$ cat config.mk
export PLATFORM = sky130hd
export DESIGN_NAME = acmp_control
export DESIGN_NICKNAME = d
export VERILOG_FILES = /design/src/hdl/acmp_pkg.sv /design/src/hdl/acmp_control.sv
export SDC_FILE = /design/constraint.sdc
export NUM_CORES = 1
export LEC_CHECK = 0
export ABC_AREA = 1
export BUFFER_PORTS_ARGS = -buffer_cell sky130_fd_sc_hd__buf_4
export CORE_ASPECT_RATIO = 1.2
export CORE_MARGIN = 8
export CORE_UTILIZATION = 40
export DETAILED_ROUTE_END_ITERATION = 8
export PLACE_DENSITY = 0.68
export SLEW_MARGIN = 20
export SYNTH_ARGS = -nofsm -noshare
export SYNTH_HDL_FRONTEND = slang
export SYNTH_SLANG_ARGS = --single-unit
$ cat constraint.sdc
create_clock -name pclk -period 1.9 [get_ports pclk]
set_input_delay 0.285 -clock pclk [delete_from_list [all_inputs] [get_ports pclk]]
set_output_delay 0.285 -clock pclk [all_outputs]
set_load 0.02 [all_outputs]
$ cat src/hdl/acmp_pkg.sv
// acmp_pkg: register map, field positions and carrier types for the comparator control block
// assumes an APB slave with byte registers in the low bits of aligned 32-bit words
package acmp_pkg;
	// printed offsets are not multiples of four: they are word indices
	localparam logic [7:0]  ACMP_IDX_CTL1     = 8'h59;
	localparam logic [7:0]  ACMP_IDX_CTL2     = 8'h5a;
	localparam logic [7:0]  ACMP_IDX_PDIS     = 8'h5b;
	localparam logic [7:0]  ACMP_IDX_IRQ_STAT = 8'h5c;
	localparam logic [7:0]  ACMP_IDX_IRQ_MASK = 8'h5d;
	localparam int          ACMP_ADDR_W       = 12;
	localparam logic [7:0]  ACMP_RESET_BYTE   = 8'h00;
	localparam logic [31:0] ACMP_ZERO_WORD    = 32'h0000_0000;
	// control one fields
	localparam int ACMP_C1_FLAG = 0;
	localparam int ACMP_C1_IE   = 1;
	localparam int ACMP_C1_IES  = 2;
	localparam int ACMP_C1_ON   = 3;
	localparam int ACMP_C1_REFL = 4;
	localparam int ACMP_C1_REFH = 5;
	localparam int ACMP_C1_RSEL = 6;
	localparam int ACMP_C1_EX   = 7;
	// control two fields
	localparam int ACMP_C2_RES  = 0;
	localparam int ACMP_C2_FILT = 1;
	localparam int ACMP_C2_PSL  = 2;
	localparam int ACMP_C2_PSH  = 6;
	localparam int ACMP_PINS    = 8;
	localparam int ACMP_FILT_LEN = 4;
	localparam logic [1:0] ACMP_REF_OFF     = 2'b00;
	localparam logic [1:0] ACMP_REF_QUARTER = 2'b01;
	localparam logic [1:0] ACMP_REF_HALF    = 2'b10;
	localparam logic [1:0] ACMP_REF_DIODE   = 2'b11;

	typedef struct packed {
		logic       plus_is_ref;
		logic       minus_is_ref;
		logic [1:0] ref_level;
		logic       ref_enable;
	} acmp_ref_ctl_t;
endpackage

$ cat src/hdl/acmp_control.sv
// acmp_control: APB registers, input steering, filter, edge interrupt and pin buffer control
// assumes the analog comparator drives raw_compare from outside the clock domain
// Operation
// - result is high when plus terminal exceeds minus terminal, low otherwise
// - with power-on field clear, comparator result is held low
// - input exchange swaps the terminals and inverts the result
// - reference code 00 off, 01 quarter supply, 10 half supply
// - filter enable passes result through the filter, else unfiltered
// - reference generator level follows the reference-level field
// - generated reference goes to the terminal chosen by reference select
// - each set port-disable bit turns off that pin's input and output buffers
// - pins selected as comparator inputs get buffers disabled automatically
// - one flag and one interrupt vector serve all comparator events; code adds irq_status edge bits masked onto a second request, irq_out
// - flag is set on rising or falling result edge per edge select
// - request only while flag, local enable and global enable are set; irq_out ignores them and follows irq_status masked by irq_mask
// - flag clears when serviced, and software writes may clear it
// - result is offered to the timer capture input
// - three read-write byte registers at 059h, 05Ah, 05Bh, reset at power-on
//
// Added by the designer: the APB register port.
`timescale 1ns/10ps
`default_nettype none
module acmp_control
	import acmp_pkg::*;
(
	input  wire logic                  pclk,
	input  wire logic                  presetn,
	input  wire logic                  psel,
	input  wire logic                  penable,
	input  wire logic                  pwrite,
	input  wire logic [ACMP_ADDR_W-1:0] paddr,
	input  wire logic [31:0]           pwdata,
	output logic      [31:0]           prdata,
	output logic                       pready,
	output logic                       pslverr,
	input  wire logic                  raw_compare,
	input  wire logic                  global_irq_enable,
	input  wire logic                  irq_serviced,
	output logic                       comparator_power_on,
	output logic                       input_exchange,
	output acmp_ref_ctl_t              ref_ctl,
	output logic [ACMP_PINS-1:0]       pin_buffer_disable,
	output logic                       compare_result,
	output logic                       timer_capture_input,
	output logic                       compare_irq,
	output logic                       irq_out
);
	logic [7:0] comparator_control_one;
	logic [7:0] comparator_control_two;
	logic [7:0] analog_port_disable;
	logic [7:0] irq_status;
	logic [7:0] irq_mask;
	logic       sync_a;
	logic       sync_b;
	logic [ACMP_FILT_LEN-1:0] filt_hist;
	logic       filt_state;
	logic       result_q;
	logic       result_prev;
	logic       next_result;
	logic       raw_oriented;
	logic       edge_hit;
	logic [1:0] ref_level;
	logic [4:0] input_pin_select;
	logic [9:0] word_idx;
	logic       wr_en;
	logic       rd_en;
	logic       addr_ok;
	logic       byte_aligned;

	assign pready       = 1'b1;
	assign byte_aligned = (paddr[1:0] == 2'b00);
	assign word_idx     = paddr[ACMP_ADDR_W-1:2];
	assign addr_ok      = byte_aligned && ((word_idx == {2'b00, ACMP_IDX_CTL1})
		|| (word_idx == {2'b00, ACMP_IDX_CTL2}) || (word_idx == {2'b00, ACMP_IDX_PDIS})
		|| (word_idx == {2'b00, ACMP_IDX_IRQ_STAT}) || (word_idx == {2'b00, ACMP_IDX_IRQ_MASK}));
	assign wr_en        = psel && penable && pwrite && addr_ok;
	assign rd_en        = psel && !penable && !pwrite;
	assign pslverr      = psel && penable && !addr_ok;

	// field decode
	assign comparator_power_on = comparator_control_one[ACMP_C1_ON];
	assign input_exchange      = comparator_control_one[ACMP_C1_EX];
	assign ref_level = comparator_control_one[ACMP_C1_REFH:ACMP_C1_REFL];
	assign input_pin_select = comparator_control_two[ACMP_C2_PSH:ACMP_C2_PSL];

	// reference steering; exchange moves the reference to the other terminal
	always_comb begin
		ref_ctl.ref_level    = ref_level;
		ref_ctl.ref_enable   = (ref_level != ACMP_REF_OFF);
		ref_ctl.minus_is_ref = ref_ctl.ref_enable
			&& (comparator_control_one[ACMP_C1_RSEL] ^ input_exchange);
		ref_ctl.plus_is_ref  = ref_ctl.ref_enable && !ref_ctl.minus_is_ref;
	end

	// pin buffers off by explicit bit or by being a selected input
	genvar gi;
	generate
		for (gi = 0; gi < ACMP_PINS; gi++) begin : g_pin
			if (gi < 5) begin : g_sel
				assign pin_buffer_disable[gi] = analog_port_disable[gi]
					| input_pin_select[gi];
			end else begin : g_plain
				assign pin_buffer_disable[gi] = analog_port_disable[gi];
			end
		end
	endgenerate

	// two-flop synchroniser on the analog result
	always_ff @(posedge pclk or negedge presetn) begin
		if (!presetn) begin
			sync_a <= 1'b0;
			sync_b <= 1'b0;
		end else begin
			sync_a <= raw_compare;
			sync_b <= sync_a;
		end
	end

	// terminal swap inverts the comparison seen by software
	assign raw_oriented = sync_b ^ input_exchange;

	// majority-free filter: output follows only a settled history
	always_ff @(posedge pclk or negedge presetn) begin
		if (!presetn) begin
			filt_hist  <= '0;
			filt_state <= 1'b0;
		end else begin
			filt_hist <= {filt_hist[ACMP_FILT_LEN-2:0], raw_oriented};
			if (&filt_hist) begin
				filt_state <= 1'b1;
			end else if (~|filt_hist) begin
				filt_state <= 1'b0;
			end
		end
	end

	always_comb begin
		if (!comparator_power_on) begin
			next_result = 1'b0;
		end else if (comparator_control_two[ACMP_C2_FILT]) begin
			next_result = filt_state;
		end else begin
			next_result = raw_oriented;
		end
	end

	always_ff @(posedge pclk or negedge presetn) begin
		if (!presetn) begin
			result_q    <= 1'b0;
			result_prev <= 1'b0;
		end else begin
			result_q    <= next_result;
			result_prev <= result_q;
		end
	end

	assign compare_result      = result_q;
	assign timer_capture_input = result_q;

	// edge select: 0 rising, 1 falling
	assign edge_hit = comparator_control_one[ACMP_C1_IES]
		? (result_prev && !result_q) : (!result_prev && result_q);

	// control one: flag set wins over software or service clear
	always_ff @(posedge pclk or negedge presetn) begin
		if (!presetn) begin
			comparator_control_one <= ACMP_RESET_BYTE;
		end else begin
			if (wr_en && (word_idx == {2'b00, ACMP_IDX_CTL1})) begin
				comparator_control_one <= pwdata[7:0];
			end else if (irq_serviced) begin
				comparator_control_one[ACMP_C1_FLAG] <= 1'b0;
			end
			if (edge_hit) begin
				comparator_control_one[ACMP_C1_FLAG] <= 1'b1;
			end
		end
	end

	always_ff @(posedge pclk or negedge presetn) begin
		if (!presetn) begin
			comparator_control_two <= ACMP_RESET_BYTE;
		end else if (wr_en && (word_idx == {2'b00, ACMP_IDX_CTL2})) begin
			comparator_control_two <= pwdata[7:0];
		end
	end

	always_ff @(posedge pclk or negedge presetn) begin
		if (!presetn) begin
			analog_port_disable <= ACMP_RESET_BYTE;
		end else if (wr_en && (word_idx == {2'b00, ACMP_IDX_PDIS})) begin
			analog_port_disable <= pwdata[7:0];
		end
	end

	// sticky status: bit0 rising edge, bit1 falling edge; write one clears
	always_ff @(posedge pclk or negedge presetn) begin
		if (!presetn) begin
			irq_status <= ACMP_RESET_BYTE;
		end else begin
			for (int i = 0; i < 8; i++) begin
				if (wr_en && (word_idx == {2'b00, ACMP_IDX_IRQ_STAT}) && pwdata[i]) begin
					irq_status[i] <= 1'b0;
				end
			end
			if (!result_prev && result_q) begin
				irq_status[0] <= 1'b1;
			end
			if (result_prev && !result_q) begin
				irq_status[1] <= 1'b1;
			end
		end
	end

	always_ff @(posedge pclk or negedge presetn) begin
		if (!presetn) begin
			irq_mask <= ACMP_RESET_BYTE;
		end else if (wr_en && (word_idx == {2'b00, ACMP_IDX_IRQ_MASK})) begin
			irq_mask <= pwdata[7:0];
		end
	end

	assign compare_irq = comparator_control_one[ACMP_C1_FLAG]
		&& comparator_control_one[ACMP_C1_IE] && global_irq_enable;
	assign irq_out = |(irq_status & irq_mask);

	// read data registered in setup cycle, valid in access cycle
	always_ff @(posedge pclk or negedge presetn) begin
		if (!presetn) begin
			prdata <= ACMP_ZERO_WORD;
		end else if (rd_en) begin
			prdata <= ACMP_ZERO_WORD;
			if (byte_aligned) begin
				unique case (word_idx)
					{2'b00, ACMP_IDX_CTL1}: prdata[7:0] <= comparator_control_one;
					{2'b00, ACMP_IDX_CTL2}: prdata[7:0] <= {comparator_control_two[7:1],
						result_q};
					{2'b00, ACMP_IDX_PDIS}: prdata[7:0] <= analog_port_disable;
					{2'b00, ACMP_IDX_IRQ_STAT}: prdata[7:0] <= irq_status;
					{2'b00, ACMP_IDX_IRQ_MASK}: prdata[7:0] <= irq_mask;
					default: prdata <= ACMP_ZERO_WORD;
				endcase
			end
		end
	end
endmodule
`default_nettype wire

==> results.toml <==
[yosys]
synth_warnings = 0
synth_top_area_share_pct = 46.97
ys.flop_type = "dfrtp_1"
ys_types = 30
synthTopCellsByCount = "nand2_1 (126), dfrtp_1 (50), buf_4 (31)"
ys_seq_elements = 50
synthCells = 332
synth_largest_area_cell = "dfrtp_1"
yosys-top-cells-area = "dfrtp_1 (47%), nand2_1 (18%), buf_4 (8.7%)"
yosysMostFrequentCell = "nand2_1"
synth.avg_cell_area_um2 = 8.024
ys_seq_area_share_pct = 46.97
async_flop_share_pct = 100.0
synth_area_um2 = 2664
synth_edf_count = 0

[detailed_routing]
vias = 2216
totalWireLength_mm = 6.609
drtAntennaViolNets = 0
first_pass_iters = 4
post-route-drc-count = 0
drt_iter0_drc = 139
drt-vias-per-instance = 4.598
routedWlPerCell_um = 13.71

[floorplan]
start_util_pct = 41.32
dieArea_um2 = 9538
pin_count = 105
rows = 32
core_area_um2 = 6446
die_h_um = 105.4
die_w_um = 90.50

[timing]
tightest_slew_ns = 0.6371
finalSetupViolations = 0
hold_viol = 0
min_period_ns = 1.627
post-route-period-util_pct = 85.65
fin_worst_skew_ns = 0.004533
finalMaxSlewViolations = 0
slew_headroom_pct = 57.52
finalSetupTns_ns = 0
rsz0062_at_grt = "false"
max_clock_freq_ghz = 0.6145

[worst_setup_path]
crit_family = "simple AND/OR/NAND/NOR gates"
crit_slowest_cell = "nor2_2"
worstSetupPathType = "primary input to output pin"
cp.depth = 9
cp_max_fo = 5
path_common_cell = "buf_4"
reg2reg_slack_ns = 0.74
startpoint_type = "primary input"
worstRegToRegCells = 5
rr_startpoint = "compare_result"
crit_arrival_ns = 1.34
crit_chain = "buf_4, inv_1, nand2_1, nor2_2, nand2_2, nand3_4, buf_4, a21oi_1, buf_4"
max_stage_delay_ns = 0.23
r2r-end = "comparator_control_one[0]"
end_kind = "output pin"
path_buf_inv = 4
cp.required_ns = 1.62

[grt]
grt_max_degree = 51
grt_pass1_vias = 2289
grtUsageTotal_pct = 14.38
antenna_found_initial = 0
overflow = 0
grt_pass1_wl_mm = 11.09

[power_and_ir_drop]
p_int_mw = 1.419
power_frac_comb_pct = 8.7
p_seq_share_pct = 57.4
finalPower_mw = 1.878
leakage_nw = 1.683
ir_worst_vdd_mv = 0.3701
p_clk_share_pct = 33.9
p_switching_mw = 0.4593
p_sw_share_pct = 24.45
power_density_nw_per_um2 = 587.3

[placed_design]
port_buffers = 55
dpl.hpwl_mm = 5.133
gp_congestion = 0.8301

[cts]
post_cts_resized = 0
clk_path_buf_depth = 2
clkTransAtPathRegs_ns = 0.08
root_buffer = "clkbuf_8"
clk_latency_ns = 0.30
ctsHoldBuffers = 0
clock_sinks = 50
cts_tree = "yes"
htree_levels = 2
post_cts_buffers = 0
numCtsBuffers = 5

[status]
outcome = "finished, final reports clean"

[cells_and_area]
drive_gt1_share_pct = 24.69
utilization_pct = 49.61
fin_nets = 448
syn_to_final_growth_pct = 20.06
antenna_cells = 0

[worst_hold_path]
hp-class = "primary input to async pin"

[job]
cap_violations = 0
==> how the worst max path moves through the flow <==
stage,startpoint,endpoint,slack (ns)
after floorplan,paddr[9],analog_port_disable[5],0.40
after global placement,paddr[9],analog_port_disable[0],0.13
after detailed placement,paddr[9],comparator_control_two[4],0.07
after CTS,comparator_control_one[7],ref_ctl[4],0.26
after global routing,paddr[9],pslverr,0.17
final,paddr[9],pslverr,0.27
==> final cells by class <==
| class | instances | area (um^2) |
|---|---|---|
| clock buffer | 7 | 86.33 |
| clock inverter | 1 | 5.005 |
| fill | 669 | 3248 |
| inverter | 34 | 127.6 |
| multi-input combinational | 237 | 1111 |
| sequential | 50 | 1251 |
| tap | 85 | 106.4 |
| timing repair buffer | 68 | 510.5 |
==> kinds of logic (layout without fill, tap and decap cells) <==
group	Yosys count	count (layout)	synth area share (%)
and+or+nand+nor	172	172	30.06
AOI/OAI and AO/OA	38	38	7.468
DFF	50	50	46.97
buffers and inverters	68	110	14.56
other	2	25	0.2819
xor gates and xnor gates	2	2	0.6577
==> placed cells by master, fill, tap and decap left out, drive strengths merged, types with 7 or more instances in the layout <==
cell,count
inv,34
nand3,10
dfrtp,50
conb,25
clkbuf,7
buf,68
nor2,19
nand4,8
nand2,128
o21ai,32
==> power groups by stage <==
stage                     logic [mW]  clock network [mW]  registers, mW
after floorplan                0.112                   0           1.10
after global placement         0.161                   0           1.10
final                          0.163               0.637           1.08
after detailed placement       0.162                   0           1.10
after CTS                      0.163               0.655           1.08
after global routing           0.181               0.687           1.08
==> registers in the layout, summed over array words and instances (netlist names) <==
register / count
comparator_control_two: 7
prdata: 8
filt_state: 1
comparator_control_one: 8
result_prev: 1
filt_hist: 4
sync_a: 1
irq_mask: 8
compare_result: 1
sync_b: 1
irq_status: 2
analog_port_disable: 8
==> worst reg2reg max path, delay by kind of cell, from the launching register on <==
family | cells | cell delay [ns]
flip-flops | 1 | 0.44
buffers and inverters | 2 | 0.15
AO/OA/AOI/OAI | 1 | 0.14
AND/OR/NAND/NOR | 2 | 0.36
==> stage by stage <==
stage          instance area [um^2]  worst slack [ns]  std cells  hold WS (ns)
3_5_place_dp                   3107           0.07276        474        0.3371
3_3_place_gp                   3107            0.1309        474        0.3373
4_1_cts                        3198            0.2615        482       0.01965
6_report                       3198            0.2727        482       0.01119
5_1_grt                        3198            0.1748        482       0.04832
2_1_floorplan                  2750            0.4029        355      -0.01059
==> routing by layer <==
layer / up-vias / track usage, % / part of all wire, %
met1: 1029 / 17.48 / 43
met5: - / 0 / 0
met4: 0 / 4.052 / 1.2
met2: 70 / 24.22 / 50
met3: 6 / 4.045 / 5.5
li1: 1111 / - / -
Note: power is estimated with default switching activity, not from simulation.
